[config.mk]
export PLATFORM = sky130hd
export DESIGN_NAME = cdfb_bank
export DESIGN_NICKNAME = d
export VERILOG_FILES = /design/src/cdfb_flag.v /design/src/cdfb_bank.v
export VERILOG_INCLUDE_DIRS = /design/src /design/src/src
export SDC_FILE = /design/constraint.sdc
export NUM_CORES = 1
export LEC_CHECK = 0
export ABC_CLOCK_PERIOD_IN_PS = 4500
export BUFFER_PORTS_ARGS = -buffer_cell sky130_fd_sc_hd__clkbuf_2
export CAP_MARGIN = 20
export CORE_MARGIN = 8
export CORE_UTILIZATION = 40
export DETAILED_ROUTE_END_ITERATION = 16
export PLACE_DENSITY = 0.66
export SYNTH_ARGS = -nofsm -noshare
export SYNTH_HDL_FRONTEND = slang
export SYNTH_HIERARCHICAL = 1
export SYNTH_SLANG_ARGS = --single-unit
[constraint.sdc]
create_clock -name mclk -period 4.5 [get_ports mclk]
set_input_delay 0.45 -clock mclk [delete_from_list [all_inputs] [get_ports mclk]]
set_output_delay 0.45 -clock mclk [all_outputs]
set_load 0.005 [all_outputs]
[src/cdfb_consts.vh]
// Operation
// - Driver-state flag shows live bus driver state, 1 enabled, 0 disabled.
// - Driver disabled by host receive-only command or by transmit-dominant fault.
// - Real-time status read leaves driver, receiver and wake-receiver flags unchanged.
// - Receiver-state flag shows live bus receiver state, 1 enabled, 0 disabled.
// - Receiver disabled only by host command such as sleep; flag then reads 0.
// - Wake-receiver-state flag reads 1 while wake receiver enabled, else 0.
// - Wake receiver enabled after power-on; later changed only by host command.
// - Wake-up source flag sets on bus wake, clears on host read; code also waits for the wake condition to drop.
// - Overtemperature flag sets above threshold; clears after drop and host read.
// - Receive-pin-low flag sets on short to ground; clears after recovery and read.
// - Receive-pin-high flag sets on stuck recessive; clears after recovery and read.
// - Transmit-dominant flag sets on pin shorted low; clears after recovery and read.
// - Bus-dominant-clamp flag sets past dominant timeout; clears after recovery and read.
// - Overcurrent flag sets above threshold; clears after current drops and read.
// - Pending-bus-failure flag sets on pre-detection; clears after recovery and read.
// - Confirmed-bus-failure flag sets on full detection; clears after recovery and read.
`ifndef CDFB_CONSTS_VH
`define CDFB_CONSTS_VH

// Register byte offsets
`define CDFB_OFS_CTRL     8'h00
`define CDFB_OFS_RTSTAT   8'h04
`define CDFB_OFS_FLAGS    8'h08
`define CDFB_OFS_IRQ_STAT 8'h0c
`define CDFB_OFS_IRQ_MASK 8'h10

// Control bit positions
`define CDFB_CTRL_DRV_EN  0
`define CDFB_CTRL_RX_EN   1
`define CDFB_CTRL_WAKE_EN 2
`define CDFB_CTRL_RXONLY  3
`define CDFB_CTRL_SLEEP   4
`define CDFB_CTRL_RST     5'h07

// Real-time status bit positions
`define CDFB_RT_DRV       0
`define CDFB_RT_RX        1
`define CDFB_RT_WAKE      2

// Latched flag positions
`define CDFB_FL_WAKE      0
`define CDFB_FL_OTEMP     1
`define CDFB_FL_RXLOW     2
`define CDFB_FL_RXHIGH    3
`define CDFB_FL_TXDOM     4
`define CDFB_FL_CLAMP     5
`define CDFB_FL_OCUR      6
`define CDFB_FL_PEND      7
`define CDFB_FL_CONF      8
`define CDFB_NFLAGS       9
`define CDFB_FLAGS_RST    9'h000

// Dominant timeout, microseconds and clock rate
`define CDFB_DOMINANT_TIMEOUT_US      1000
`define CDFB_CLK_MHZ      250
`define CDFB_DOMINANT_TIMEOUT_CYC     (`CDFB_DOMINANT_TIMEOUT_US * `CDFB_CLK_MHZ)

`endif

[src/cdfb_flag.v]
`timescale 1ns/1ns
// One latched fault flag: set by condition, cleared by read once condition gone
module cdfb_flag (
   input  wire mclk,      // System clock
   input  wire rst_n,     // Synchronised reset, active low
   input  wire cond,      // Synchronised fault condition
   input  wire rd_clr,    // Host read of the flag register
   input  wire live_gate, // 1: clear needs condition gone
   output reg  flag       // Latched flag
);
   // Set dominates; a read while the condition holds keeps the flag
   always @(posedge mclk or negedge rst_n) begin
      if (!rst_n) begin
         flag <= 1'b0;
      end else if (cond) begin
         flag <= 1'b1;
      end else if (rd_clr && (!live_gate || !cond)) begin
         flag <= 1'b0;
      end
   end
endmodule // cdfb_flag

[src/cdfb_bank.v]
`timescale 1ns/1ns
`include "cdfb_consts.vh"
// CAN status and diagnostic flag bank, AHB-Lite slave
module cdfb_bank #(
   parameter DOMINANT_TIMEOUT_CYC = `CDFB_DOMINANT_TIMEOUT_CYC      // Dominant timeout in clock cycles
) (
   input  wire        mclk,          // 250 MHz clock
   input  wire        rstn,          // Async reset, active low
   input  wire        hsel,          // AHB slave select
   input  wire [31:0] haddr,         // AHB address
   input  wire [1:0]  htrans,        // AHB transfer type
   input  wire        hwrite,        // AHB write
   input  wire [2:0]  hsize,         // AHB size
   input  wire [31:0] hwdata,        // AHB write data
   input  wire        hready,        // AHB bus ready
   output reg  [31:0] hrdata,        // AHB read data
   output reg         hreadyout,     // AHB slave ready
   output reg         hresp,         // AHB response, always OKAY
   input  wire        wake_det,      // Bus wake-up detected
   input  wire        otemp_det,     // Thermal sensor above threshold
   input  wire        rxd_low_det,   // Receive pin shorted to ground
   input  wire        rxd_high_det,  // Receive pin stuck recessive
   input  wire        txd_dom_det,   // Transmit pin shorted low
   input  wire        bus_dom,       // Bus currently dominant
   input  wire        ocur_det,      // Current above threshold
   input  wire        fail_pre_det,  // Bus failure pre-detected
   input  wire        fail_conf_det, // Bus failure identified
   output reg         drv_en,        // Bus driver enabled
   output reg         rx_en,         // Bus receiver enabled
   output reg         wake_rx_en,    // Wake-up receiver enabled
   output reg         irq            // Level interrupt
);
   localparam NF = `CDFB_NFLAGS;

   // Reset release through two flops
   reg rst_s1;
   reg rst_n;
   always @(posedge mclk or negedge rstn) begin
      if (!rstn) begin
         rst_s1 <= 1'b0;
         rst_n  <= 1'b0;
      end else begin
         rst_s1 <= 1'b1;
         rst_n  <= rst_s1;
      end
   end

   // Two-flop synchronisers for the fault pins
   wire [NF-1:0] raw_in;
   reg  [NF-1:0] in_s1;
   reg  [NF-1:0] in_s2;
   // Raw bus level rides in the clamp slot; cond swaps in the timed clamp
   assign raw_in = {fail_conf_det, fail_pre_det, ocur_det, bus_dom, txd_dom_det,
                    rxd_high_det, rxd_low_det, otemp_det, wake_det};
   always @(posedge mclk or negedge rst_n) begin
      if (!rst_n) begin
         in_s1 <= `CDFB_FLAGS_RST;
         in_s2 <= `CDFB_FLAGS_RST;
      end else begin
         in_s1 <= raw_in;
         in_s2 <= in_s1;
      end
   end

   // Dominant timeout counter; saturates so the clamp stays while dominant
   reg [31:0] dom_cnt;
   reg        clamp;
   always @(posedge mclk or negedge rst_n) begin
      if (!rst_n) begin
         dom_cnt <= 32'h0000_0000;
         clamp   <= 1'b0;
      end else if (!in_s2[`CDFB_FL_CLAMP]) begin
         dom_cnt <= 32'h0000_0000;
         clamp   <= 1'b0;
      end else if (dom_cnt >= DOMINANT_TIMEOUT_CYC - 1) begin
         clamp   <= 1'b1;
      end else begin
         dom_cnt <= dom_cnt + 32'h0000_0001;
      end
   end

   wire [NF-1:0] cond;
   assign cond = {in_s2[8:6], clamp, in_s2[4:0]};

   // AHB address phase capture
   reg        ph_valid;
   reg        ph_write;
   reg [7:0]  ph_addr;
   wire       take = hsel && hready && htrans[1];
   always @(posedge mclk or negedge rst_n) begin
      if (!rst_n) begin
         ph_valid <= 1'b0;
         ph_write <= 1'b0;
         ph_addr  <= 8'h00;
      end else if (hready) begin
         ph_valid <= take;
         ph_write <= hwrite;
         ph_addr  <= haddr[7:0];
      end
   end

   wire wr_en = ph_valid && ph_write;
   wire rd_en = ph_valid && !ph_write;
   wire rd_flags = rd_en && (ph_addr == `CDFB_OFS_FLAGS);

   // Host control register: wake receiver on by default after power-on
   reg [4:0] ctrl;
   always @(posedge mclk or negedge rst_n) begin
      if (!rst_n) begin
         ctrl <= `CDFB_CTRL_RST;
      end else if (wr_en && ph_addr == `CDFB_OFS_CTRL) begin
         ctrl <= hwdata[4:0];
      end
   end

   // Latched flags; each clears on a read only once its condition is gone, wake flag included
   wire [NF-1:0] flags;
   genvar gi;
   generate
      for (gi = 0; gi < NF; gi = gi + 1) begin : g_flag
         cdfb_flag u_flag (
            .mclk      (mclk),
            .rst_n     (rst_n),
            .cond      (cond[gi]),
            .rd_clr    (rd_flags),
            .live_gate (gi != `CDFB_FL_WAKE),
            .flag      (flags[gi])
         );
      end
   endgenerate

   // Live enable states; reading them has no side effect
   wire next_drv  = ctrl[`CDFB_CTRL_DRV_EN] && !ctrl[`CDFB_CTRL_RXONLY]
                    && !ctrl[`CDFB_CTRL_SLEEP] && !in_s2[`CDFB_FL_TXDOM];
   wire next_rx   = ctrl[`CDFB_CTRL_RX_EN] && !ctrl[`CDFB_CTRL_SLEEP];
   wire next_wake = ctrl[`CDFB_CTRL_WAKE_EN];
   always @(posedge mclk or negedge rst_n) begin
      if (!rst_n) begin
         drv_en     <= 1'b0;
         rx_en      <= 1'b0;
         wake_rx_en <= 1'b1;
      end else begin
         drv_en     <= next_drv;
         rx_en      <= next_rx;
         wake_rx_en <= next_wake;
      end
   end

   // Interrupt status, set wins over write-one clear
   reg [NF-1:0] irq_stat;
   reg [NF-1:0] irq_mask;
   reg [NF-1:0] flags_d;
   wire [NF-1:0] rise = flags & ~flags_d;
   always @(posedge mclk or negedge rst_n) begin
      if (!rst_n) begin
         irq_stat <= `CDFB_FLAGS_RST;
         irq_mask <= `CDFB_FLAGS_RST;
         flags_d  <= `CDFB_FLAGS_RST;
         irq      <= 1'b0;
      end else begin
         flags_d <= flags;
         if (wr_en && ph_addr == `CDFB_OFS_IRQ_STAT) begin
            irq_stat <= (irq_stat & ~hwdata[NF-1:0]) | rise;
         end else begin
            irq_stat <= irq_stat | rise;
         end
         if (wr_en && ph_addr == `CDFB_OFS_IRQ_MASK) begin
            irq_mask <= hwdata[NF-1:0];
         end
         irq <= |(irq_stat & irq_mask);
      end
   end

   // Read mux, unmapped reads zero; answer with zero wait states
   always @(posedge mclk or negedge rst_n) begin
      if (!rst_n) begin
         hrdata    <= 32'h0000_0000;
         hreadyout <= 1'b1;
         hresp     <= 1'b0;
      end else begin
         hreadyout <= 1'b1;
         hresp     <= 1'b0;
         if (take && !hwrite) begin
            case (haddr[7:0])
               `CDFB_OFS_CTRL:     hrdata <= {27'h0, ctrl};
               `CDFB_OFS_RTSTAT:   hrdata <= {29'h0, next_wake, next_rx, next_drv};
               `CDFB_OFS_FLAGS:    hrdata <= {23'h0, flags};
               `CDFB_OFS_IRQ_STAT: hrdata <= {23'h0, irq_stat};
               `CDFB_OFS_IRQ_MASK: hrdata <= {23'h0, irq_mask};
               default:            hrdata <= 32'h0000_0000;
            endcase
         end
      end
   end
endmodule // cdfb_bank

* Yosys cells after proc, flatten, opt, wreduce, memory -nomap -nowiden *
Cells that the tools add are included.
Widths: inputs -> output; s select.

storage, ports and cells
  flip-flop bits (word level) = 140
  input bits = 83
  output and inout port bits = 38
  word-level logic and storage cells = 114

operators by class
  add/sub/neg operators = 1
  magnitude comparators = 1
  equality and inequality tests = 9
  muxes and demuxes = 24
  bitwise gates (word level) = 7
  reduce and logical (&&, ||, !) cells = 45

operators with widths
  kind                   number
  $mux 32                2
  $pmux 9 s5             1
  $add 32x1->32 const B  1
  $eq 8x4->1 const B     4
  $ge 32x18->1 const B   1
  $and 9x9->9            3
  $logic_and 1x1->1      21
  $mux 1                 20
  $not 9->9              2
  $or 9x9->9             2
  $reduce_bool 2->1      9
  $eq 8x5->1 const B     2
  $logic_not 8->1        2
  $logic_not 1->1        12
  $mux 9                 1
  $reduce_or 9->1        1
  $eq 8x3->1 const B     1
  $ne 2x1->1 const B     1
  $ne 2x2->1 const B     1

* Depth between registers and ports, before layout *
Gate-level depths: netlist of the first run.

  word-level depth = 6
  depth in mapped cells = 8
  mapped depth without buffers = 6

* Modules after synthesis *
The synthesis of the first run kept the hierarchy.

modules (own cells, without submodules)
  module     instances  cells each  area an instance (um2)  sequential area each (um2)
  cdfb_bank  1          386         4,536.9                 2,707.6
  cdfb_flag  9          3           36.3                    25.0

* Worst setup path before layout of the first run *
No wires, ideal clock.

  path type = flip-flop to flip-flop
  start = register ph_addr[5]
  end = register g_flag[0].u_flag.flag
  library setup time = 0.118 ns
  arrival = 1.832 ns
  required time = 4.382 ns
  path slack = 2.550 ns
  stages on the path, launching flop included = 5
  buffers on the path = 0
  clock period less this slack = 1.950 ns
  path through = dfrtp_1 > or3_4 > nor4b_1 > inv_1 > a21o_1

between the ends
  cells in the longest elaborated chain, start to end = 3

ends and longest elaborated chain
  what                                RTL line         RTL
  start, declared                     cdfb_bank.v:88   reg [7:0] ph_addr;
  start signal, assigned              cdfb_bank.v:98   ph_addr <= haddr[7:0];
  $eq 8x4->1 (no source line)         n/a
  $logic_and 1x1->1                   cdfb_bank.v:104  wire rd_flags = rd_en && (ph_addr == `CDFB_OFS_FLAGS);
  named net rd_flags                  cdfb_bank.v:104
  $reduce_bool 2->1 (no source line)  n/a
  end signal, assigned                cdfb_flag.v:14   flag <= 1'b0;
  end signal, assigned                cdfb_flag.v:16   flag <= 1'b1;
  end signal, assigned                cdfb_flag.v:18   flag <= 1'b0;
  end, declared                       cdfb_flag.v:9    output reg flag

The timed path passes the listed nets, and every way through them passes these cells.
A chain may end at the register's enable or synchronous reset.

* Final worst setup path of the first run *
  start = register ph_addr[5]
  end = register irq_stat[0]

between the ends
  cells in the longest elaborated chain, start to end = 3

ends and longest elaborated chain
  what                                RTL line         RTL
  $eq 8x4->1 (no source line)         n/a
  $logic_and 1x1->1 (no source line)  n/a
  $mux 9                              cdfb_bank.v:162  if (wr_en && ph_addr == `CDFB_OFS_IRQ_STAT) begin
  end signal, assigned                cdfb_bank.v:156  irq_stat <= `CDFB_FLAGS_RST;
  end signal, assigned                cdfb_bank.v:163  irq_stat <= (irq_stat & ~hwdata[NF-1:0]) | rise;
  end signal, assigned                cdfb_bank.v:165  irq_stat <= irq_stat | rise;
  end, declared                       cdfb_bank.v:150  reg [NF-1:0] irq_stat;

Every way passes these cells.

==> results of run 1 <==
==> flip-flops by register name (all words and copies together), names as in the netlist, 5 cells and up <==
signal / cells
irq_mask: 9
flags_d: 9
dom_cnt: 32
ph_addr: 8
hrdata: 9
in_s2: 9
irq_stat: 9
in_s1: 9
g_flag.u_flag/flag: 9
ctrl: 5
==> cell type report <==
type	instances	share of cell area
Clock buffer	23	0.0843
Clock inverter	9	0.0216
Inverter	23	0.0149
Multi-Input combinational cell	262	0.293
Sequential cell	117	0.507
Tap cell	147	0.0318
Timing Repair Buffer	48	0.0471
==> worst max-delay path by stage <==
stage / startpoint / endpoint / slack, ns / cells after the start
detailed placement: haddr[1] / hrdata[3] / 2.30 / 6
finish: ph_addr[5] / irq_stat[0] / 2.37 / 4
global placement: ph_addr[5] / irq_stat[0] / 2.33 / 4
global route: ph_addr[5] / irq_stat[8] / 2.16 / 4
floorplan: rst_n / clamp / 1.01 / 0
CTS: ph_addr[5] / irq_stat[0] / 2.30 / 4
==> cells by family (layout without fill, tap and decap cells) <==
family,count (synthesis),count (layout),synth area share
adders and majority gates,1,1,0.00257
AOI/OAI and AO/OA,84,84,0.117
buffers and inverters,58,103,0.0661
and+or+nand+nor,120,120,0.140
muxes,30,30,0.0682
other,2,26,0.00154
DFF,117,117,0.603
xor gates and xnor gates,1,1,0.00180
==> worst max-delay path, delay by kind of cell, from the launching register on <==
family             cells  cell delay (ns)
and+or+nand+nor        3             1.43
AOI/OAI and AO/OA      1             0.21
DFF                    1             0.38
==> what timing repair did <==
item | 4_1_cts | 5_1_grt
hold buffers | 1 | 0
hold endpoints to repair | 2 | 0
setup buffers | 0 | 0
==> layer usage <==
metal	vias to the layer above	routed length [um]	global-route usage
met5	-	0	0
met4	0	106	0.0531
met3	11	538	0.0451
met2	77	4730	0.213
met1	1609	4220	0.156
li1	1542	-	-
==> placed cells by master, fill, tap and decap left out, types with 3 or more instances in the layout <==
master and count:
dfrtp_1 112, clkbuf_2 44, nand2_1 28, conb_1 26, mux2_2 25, inv_1 23
o21ai_0 23, a21oi_1 18, clkbuf_16 17, a22o_1 16, and2_1 16, nand3_1 15
nor2_1 14, a21o_1 10, or3_1 9, nor4_1 7, nand4_1 6, a22oi_1 5
o31ai_1 5, or4_1 5, mux2i_1 5, clkbuf_8 4, clkinv_2 4, dfstp_2 4
nand3b_1 3, bufinv_16 3
==> metrics by stage <==
stage	setup WS, ns	power [mW]	std cells	hold slack [ns]	instance area (um^2)
after global placement	2.33	1.23	595	0.238	5140
after floorplan	1.01	1.21	437	0.154	4950
after CTS	2.30	2.62	628	0.131	5760
after global routing	2.16	2.69	629	0.131	5790
final	2.37	2.59	629	0.148	5790
after detailed placement	2.30	1.24	595	0.240	5140
==> power by group <==
| group | internal [mW] | switching [mW] | total, mW |
|---|---|---|---|
| sequential | 1.09 | 0.0277 | 1.12 |
| clock | 0.925 | 0.444 | 1.37 |
| combinational | 0.0460 | 0.0588 | 0.105 |
==> impl_metrics.env, run 1 <==
export IMPL_status="complete, no violations"
export IMPL_synth_top_flop_cell="dfrtp_1"
export IMPL_clkLatencyLatePin_ns=0.40
export IMPL_ant_nets=0
export IMPL_postLayoutCoreUtil=0.484
export IMPL_cpMaxStageDelayCell="nor4b_2"
export IMPL_vias=3239
export IMPL_area_growth_pct=19.1
export IMPL_synth_edf_count=0
export IMPL_hold_start="fail_conf_det"
export IMPL_cts_made_buffers=17
export IMPL_grt_pass1_wl_um=16600
export IMPL_die_y_um=126
export IMPL_drc=0
export IMPL_worst_pin_slew_ns=1.03
export IMPL_post_drt_wl_per_cell_um=15.3
export IMPL_finClkSkew_ns=0.00742
export IMPL_hp_class="in2reg"
export IMPL_netlist_instances=413
export IMPL_synth_seq_cells=117
export IMPL_clk_pin_slew_ns=0.05
export IMPL_path_max_fanout=9
export IMPL_period_minus_slack_ns=2.13
export IMPL_vias_per_cell=5.15
export IMPL_r2r_start="ph_addr[5]"
export IMPL_root_buffer="clkbuf_16"
export IMPL_htreeDepth=4
export IMPL_power_density_nw_per_um2=447
export IMPL_grt_start_max_net_pins=80
export IMPL_timing_setup_tns_ns=0
export IMPL_rsz0062_at_grt="false"
export IMPL_rr_endpoint="irq_stat[0]"
export IMPL_regArea_um2=2940
export IMPL_holdPathEnd="in_s1[8]"
export IMPL_drv_slew=0
export IMPL_ir_drop_uv=285
export IMPL_syn_area_um2=4860
export IMPL_io_buffers=44
export IMPL_crit_chain="or3_4 > nor4b_2 > nand2_1 > a22o_1"
export IMPL_fill_cells=1092
export IMPL_avgSynthCellArea_um2=11.8
export IMPL_synthTopCellsByCount="113 x dfrtp_1, 28 x nand2_1, 25 x buf_4, 25 x mux2_2"
export IMPL_grt_util_all_layers=0.131
export IMPL_rows=40
export IMPL_overflow=0
export IMPL_cpPeakStageDelay_ns=0.89
export IMPL_ctsResizeCount=0
export IMPL_multi_input_area_um2=1700
export IMPL_reg2reg_depth=4
export IMPL_fp_dieW_um=126
export IMPL_hold_depth=1
export IMPL_netlist_area_leader_share=0.581
export IMPL_synth_area_leaders="dfrtp_1 58%, mux2_2 5.8%, buf_4 3.9%, a22o_1 2.9%, o21ai_0 2.4%"
export IMPL_synth_most_common_cell="dfrtp_1"
export IMPL_timing_final_hold_violations=0
export IMPL_drive_above_1_share=0.232
export IMPL_worstSetupPathType="reg2reg"
export IMPL_seq_area_frac_synth=0.603
export IMPL_cts_tree="yes"
export IMPL_yosys_warnings=6
export IMPL_gp_congestion=0.802
export IMPL_r2r_slack_ns=2.37
export IMPL_drt_iter0_drc=208
export IMPL_fmax_mhz=470
export IMPL_required_ns=4.79
export IMPL_die_area_um2=15900
export IMPL_core_um2=12000
export IMPL_synth_top_area_cell="dfrtp_1"
export IMPL_start_util=0.407
export IMPL_cp_start_kind="flop"
export IMPL_maxCapViolCount=0
export IMPL_hpwlAfterDp_um=6530
export IMPL_io_pins=121
export IMPL_wl_um=9600
export IMPL_slew_headroom=0.309
export IMPL_cts_sinks=117
export IMPL_setup_viol=0
export IMPL_p_leak_nw=2.62
export IMPL_cp_arrival_ns=2.42
export IMPL_fin_crit_sh=0.472
export IMPL_cp_end_kind="flop"
export IMPL_grt_pass1_vias=3353
export IMPL_final_nets=553
export IMPL_dr_pass1_iters=5
export IMPL_antenna_found_initial=0
export IMPL_ys_types=47
export IMPL_diodes=0
export IMPL_postSynth_asyncResetShare=1.00
export IMPL_cts_max_path_buffers=2
No activity file was read; power rests on OpenSTA's default activity.
==> run 2: changes to the inputs <==
ABC_CLOCK_PERIOD_IN_PS = 1800   (was 4500)
PLACE_DENSITY = 0.68   (was 0.66)
clock period = 1.8 ns   (was 4.5 ns; I/O delays follow)
==> run 2 against run 1 <==
The run now ends with setup timing left. Combinational power grew to 3.0 times the previous value. Highest routed layer unchanged. Cell count rose by 6.8%. Worst setup slack got worse by 2.5 ns.
==> impl_metrics.env, run 2 (synthesized netlist as in run 1, its figures left out) <==
export IMPL_status="finished, violations left"
export IMPL_violations="setup timing"
export IMPL_hp_class="in2reg"
export IMPL_maxCapViolCount=0
export IMPL_ir_drop_uv=641
export IMPL_grtUsageMet3=0.0489
export IMPL_met2_usage=0.244
export IMPL_layout_setup_ws_ns=-0.100
export IMPL_cp_start_kind="flop"
export IMPL_clkLatencyLatePin_ns=0.41
export IMPL_dp_cells=624
export IMPL_wl_um=11100
export IMPL_diodes=0
export IMPL_cts_sinks=117
export IMPL_root_buffer="clkbuf_16"
export IMPL_largest_reg_flops=32
export IMPL_dpl_cell_area_um2=5390
export IMPL_top_register="dom_cnt"
export IMPL_ant_nets=0
export IMPL_rr_endpoint="dom_cnt[6]"
export IMPL_layout_commonest_cell="dfrtp_1"
export IMPL_r2r_slack_ns=-0.10
export IMPL_grt_busiest_layer="met2"
export IMPL_io_pins=121
export IMPL_post_drt_wl_per_cell_um=16.5
export IMPL_period_minus_slack_ns=1.90
export IMPL_worstSetupPathType="reg2reg"
export IMPL_gp_congestion=0.821
export IMPL_power_density_nw_per_um2=1050
export IMPL_die_area_um2=15900
export IMPL_fin_crit_sh=1.06
export IMPL_rows=40
export IMPL_drive_above_1_share=0.349
export IMPL_vias_per_cell=5.20
export IMPL_drv_slew=0
export IMPL_cts_tree="yes"
export IMPL_r2r_start="dom_cnt[18]"
export IMPL_required_ns=2.14
export IMPL_grt_util_all_layers=0.143
export IMPL_grt_pass1_wl_um=18100
export IMPL_fmax_mhz=526
export IMPL_cts_max_path_buffers=2
export IMPL_p_leak_nw=2.91
export IMPL_drc=0
export IMPL_setup_viol=21
export IMPL_cts_made_buffers=17
export IMPL_vias=3495
export IMPL_grt_start_max_net_pins=54
export IMPL_clk_pin_slew_ns=0.05
export IMPL_timing_setup_tns_ns=-1.17
export IMPL_mostFrequentLayoutCells="112 x dfrtp_1, 44 x clkbuf_2, 26 x conb_1, 25 x mux2_2"
export IMPL_reg2reg_depth=6
export IMPL_met1_usage=0.159
export IMPL_cp_end_kind="flop"
export IMPL_finClkSkew_ns=0.0112
export IMPL_fp_dieW_um=126
export IMPL_core_um2=12000
export IMPL_finalPower_mw=6.72
export IMPL_final_cells=672
export IMPL_dr_pass1_iters=5
export IMPL_stdcell_area_um2=6410
export IMPL_start_util=0.407
export IMPL_final_nets=596
export IMPL_overflow=0
export IMPL_timing_final_hold_violations=0
export IMPL_hold_start="hwdata[5]"
export IMPL_die_y_um=126
export IMPL_drt_iter0_drc=275
export IMPL_htreeDepth=4
export IMPL_rsz0062_at_grt="true"
export IMPL_crit_end="dom_cnt[6]"
export IMPL_area_growth_pct=31.8
export IMPL_antenna_found_initial=0
export IMPL_grt_pass1_vias=3708
export IMPL_hpwlAfterDp_um=7510
export IMPL_io_buffers=44
export IMPL_path_max_fanout=7
export IMPL_critPathLaunch="dom_cnt[18]"
export IMPL_cp_arrival_ns=2.24
==> run 2: cell count changes in the layout (fill, tap and decap cells not counted), sizes merged <==
cell,previous run,this run
buf,3,36
dlygate4sd3,1,10
bufinv,3,5
clkbuf,67,66
clkinv,4,3
o211ai,1,2
==> run 2: final cells by class <==
cell class,instances,area [um^2]
Inverter,23,86.3
Clock inverter,10,180
Tap cell,147,184
Clock buffer,22,454
Sequential cell,117,2940
Timing Repair Buffer,90,657
Fill cell,1017,5550
Multi-Input combinational cell,263,1910
==> run 2: worst max-delay path, stage by stage, from the launching register on <==
cell,delay [ns]
dfrtp_1,0.39
nor4_2,0.29
and4_4,0.31
o211ai_4,0.14
buf_6,0.16
or4b_4,0.47
nand2_2,0.08
==> run 2: worst min path at each step <==
stage / end / slack (ns) / cells after the start
after global placement: rst_s1 / -0.03 / 1
after floorplan: rst_s1 / -0.12 / 0
after CTS: ph_addr[0] / 0.009 / 2
after global routing: ph_addr[0] / 0.01 / 2
final: irq_mask[5] / 0.03 / 2
after detailed placement: rst_s1 / -0.03 / 1
==> run 2: metrics by stage <==
step,hold WS (ns),util,setup WS [ns]
floorplan,-0.116,-,0.0503
global placement,-0.0327,0.451,-0.126
detailed placement,-0.0309,0.451,-0.151
CTS,0.00872,0.521,-0.0993
global route,0.0150,0.536,-0.170
finish,0.0272,0.536,-0.100
==> run 2: what timing repair did <==
action | CTS | global route
pin swaps | 17 | 13
hold buffers | 10 | 0
resized for setup | 19 | 43
setup buffers | 2 | 0
cloned | 1 | 3
hold endpoints to repair | 11 | 0
endpoints found under the setup margin | 31 | 44
==> run 2: power by group <==
part | internal, mW | total, mW | switching (mW) | leakage [nW]
Combinational | 0.151 | 0.317 | 0.166 | 1.20
Clock | 2.48 | 3.61 | 1.13 | 0.304
Sequential | 2.72 | 2.80 | 0.0763 | 1.41
==> run 2: layer usage <==
metal	share of wire	routed length, um
met5	0	0
met4	0.015	168
met3	0.055	607
met2	0.52	5730
met1	0.41	4570
==> run 3: changes to the inputs <==
--- a/config.mk
+++ b/config.mk
@@ -14,4 +14,5 @@
 export DETAILED_ROUTE_END_ITERATION = 16
 export PLACE_DENSITY = 0.68
+export SKIP_LAST_GASP = 1
 export SYNTH_ARGS = -nofsm -noshare
 export SYNTH_HDL_FRONTEND = slang
==> constraint.sdc (replaced) <==
create_clock -name mclk -period 1.8 [get_ports mclk]
set_input_delay 0.27 -clock mclk [delete_from_list [all_inputs] [get_ports mclk]]
set_output_delay 0.27 -clock mclk [all_outputs]
set_load 0.005 [all_outputs]
==> run 3 against run 2 <==
The run still ends with setup timing left. Global-route usage up 0.65 points. Cell area down 1.1%. Sequential share of layout area up 0.50 points. Clock skew down 0.0035 ns. Combinational power about the same. Sequential power about the same. Critical endpoint is now dom_cnt[3]. Largest power group unchanged.
==> impl_metrics.env, run 3 (synthesized netlist as in run 1, its figures left out) <==
export IMPL_status="finished, violations left"
export IMPL_violations="setup timing"
export IMPL_worstSetupPathType="reg2reg"
export IMPL_clkLatencyLatePin_ns=0.41
export IMPL_cts_max_path_buffers=2
export IMPL_overflow=0
export IMPL_pre_cts_slack_ns=-0.172
export IMPL_layout_commonest_cell="dfrtp_1"
export IMPL_power_internal_mw=4.97
export IMPL_dp_cells=625
export IMPL_fmax_mhz=515
export IMPL_power_density_nw_per_um2=999
export IMPL_period_minus_slack_ns=1.94
export IMPL_drc=0
export IMPL_io_pins=121
export IMPL_combPwrFrac=0.050
export IMPL_cp_end_kind="flop"
export IMPL_finClkSkew_ns=0.00766
export IMPL_clk_pin_slew_ns=0.06
export IMPL_post_drt_wl_per_cell_um=17.0
export IMPL_cts_made_buffers=17
export IMPL_die_area_um2=15900
export IMPL_required_ns=2.12
export IMPL_switchingPower_mw=1.37
export IMPL_setup_viol=30
export IMPL_rows=40
export IMPL_pwr_share_clk=0.508
export IMPL_grt_start_max_net_pins=54
export IMPL_drv_slew=0
export IMPL_start_util=0.407
export IMPL_rsz0062_at_grt="true"
export IMPL_io_buffers=44
export IMPL_path_max_fanout=10
export IMPL_hp_class="in2reg"
export IMPL_diodes=0
export IMPL_core_um2=12000
export IMPL_layout_setup_ws_ns=-0.142
export IMPL_holdWs_ns=0.111
export IMPL_gp_congestion=0.831
export IMPL_grt_pass1_vias=3906
export IMPL_fin_crit_sh=1.08
export IMPL_ir_drop_uv=563
export IMPL_antenna_found_initial=0
export IMPL_p_leak_nw=2.88
export IMPL_top_register="dom_cnt"
export IMPL_htreeDepth=4
export IMPL_area_growth_pct=30.4
export IMPL_timing_setup_tns_ns=-1.66
export IMPL_grt_util_all_layers=0.149
export IMPL_timing_final_hold_violations=0
export IMPL_wl_um=11500
export IMPL_die_y_um=126
export IMPL_drt_iter0_drc=239
export IMPL_fp_dieW_um=126
export IMPL_hpwlAfterDp_um=7410
export IMPL_final_nets=598
export IMPL_cts_tree="yes"
export IMPL_final_cells=674
export IMPL_switching_share=0.216
export IMPL_cp_start_kind="flop"
export IMPL_seqPwrFrac=0.442
export IMPL_grt_pass1_wl_um=18900
export IMPL_root_buffer="clkbuf_16"
export IMPL_vias_per_cell=5.16
export IMPL_cts_sinks=117
export IMPL_mostFrequentLayoutCells="112 x dfrtp_1, 44 x clkbuf_2, 26 x conb_1, 25 x mux2_2, 24 x buf_4"
export IMPL_maxCapViolCount=0
export IMPL_cp_arrival_ns=2.26
export IMPL_ant_nets=0
export IMPL_dr_pass1_iters=4
export IMPL_largest_reg_flops=32
export IMPL_vias=3475
export IMPL_drive_above_1_share=0.334
-- run 3: changes by cell type in the layout (fill, tap and decap cells not counted), sizes merged --
| cell | delta |
|---|---|
| bufinv | -3 |
| clkinvlp | +1 |
| clkbuf | +1 |
| buf | +2 |
| clkinv | +1 |
-- run 3: critical path, cell delays in order (launching register included) --
cell and delay (ns):
dfrtp_1 0.41, nor4_4 0.30, and4_4 0.31, o211ai_4 0.14, buf_6 0.18, or3_1 0.35, a21oi_1 0.17
-- run 3: per-layer routing --
layer	track usage	wire length, um	vias to the layer above
met5	0	0	-
met2	0.262	5970	101
met1	0.157	4540	1715
met3	0.0447	683	24
li1	-	-	1635
met4	0.0835	278	0
-- run 3: power by group through the flow --
stage / registers, mW / clock network (mW) / logic, mW
5_1_grt: 2.81 / 3.39 / 0.355
4_1_cts: 2.79 / 3.28 / 0.310
2_1_floorplan: 2.84 / 0 / 0.181
6_report: 2.80 / 3.21 / 0.317
3_3_place_gp: 2.83 / 0 / 0.277
3_5_place_dp: 2.83 / 0 / 0.286
-- run 3: timing repair --
action / 4_1_cts / 5_1_grt
endpoints found under the setup margin: 32 / 50
hold buffers: 10 / 0
resized for setup: 18 / 39
pin swaps: 16 / 13
endpoints found under the hold margin: 11 / 0
setup buffers: 3 / 1
cloned: 2 / 2
-- run 3: path summary, 6_finish.rpt --
| path | startpoint | end | slack [ns] | cells past startpoint |
|---|---|---|---|---|
| setup / recovery | dom_cnt[18] | dom_cnt[3] | -0.14 | 6 |
| hold / removal | haddr[1] | ph_addr[1] | 0.11 | 2 |
| setup reg to reg | dom_cnt[18] | dom_cnt[3] | -0.14 | 6 |
| hold reg to reg | rst_n | in_s1[2] | 0.22 | 0 |
| max in group asynchronous | rst_n | ctrl[0] | 0.96 | 1 |
| min in group asynchronous | rstn | rst_s1 | 0.18 | 2 |
-- run 3: stage by stage --
stage | utilization | power, mW | cell area [um^2]
final | 0.530 | 6.33 | 6340
after global routing | 0.530 | 6.55 | 6340
after CTS | 0.518 | 6.38 | 6190
after detailed placement | 0.451 | 3.12 | 5400
after global placement | 0.451 | 3.11 | 5400
after floorplan | - | 3.02 | 4960
-- run 3: area by class of cell --
cell class | count | area (um^2)
fillers | 1039 | 5620
inverters | 23 | 86.3
well taps | 147 | 184
multi-input cells | 263 | 1890
clock inverters | 9 | 103
flip-flops and latches | 117 | 2940
repair buffers | 92 | 676
clock buffers | 23 | 468
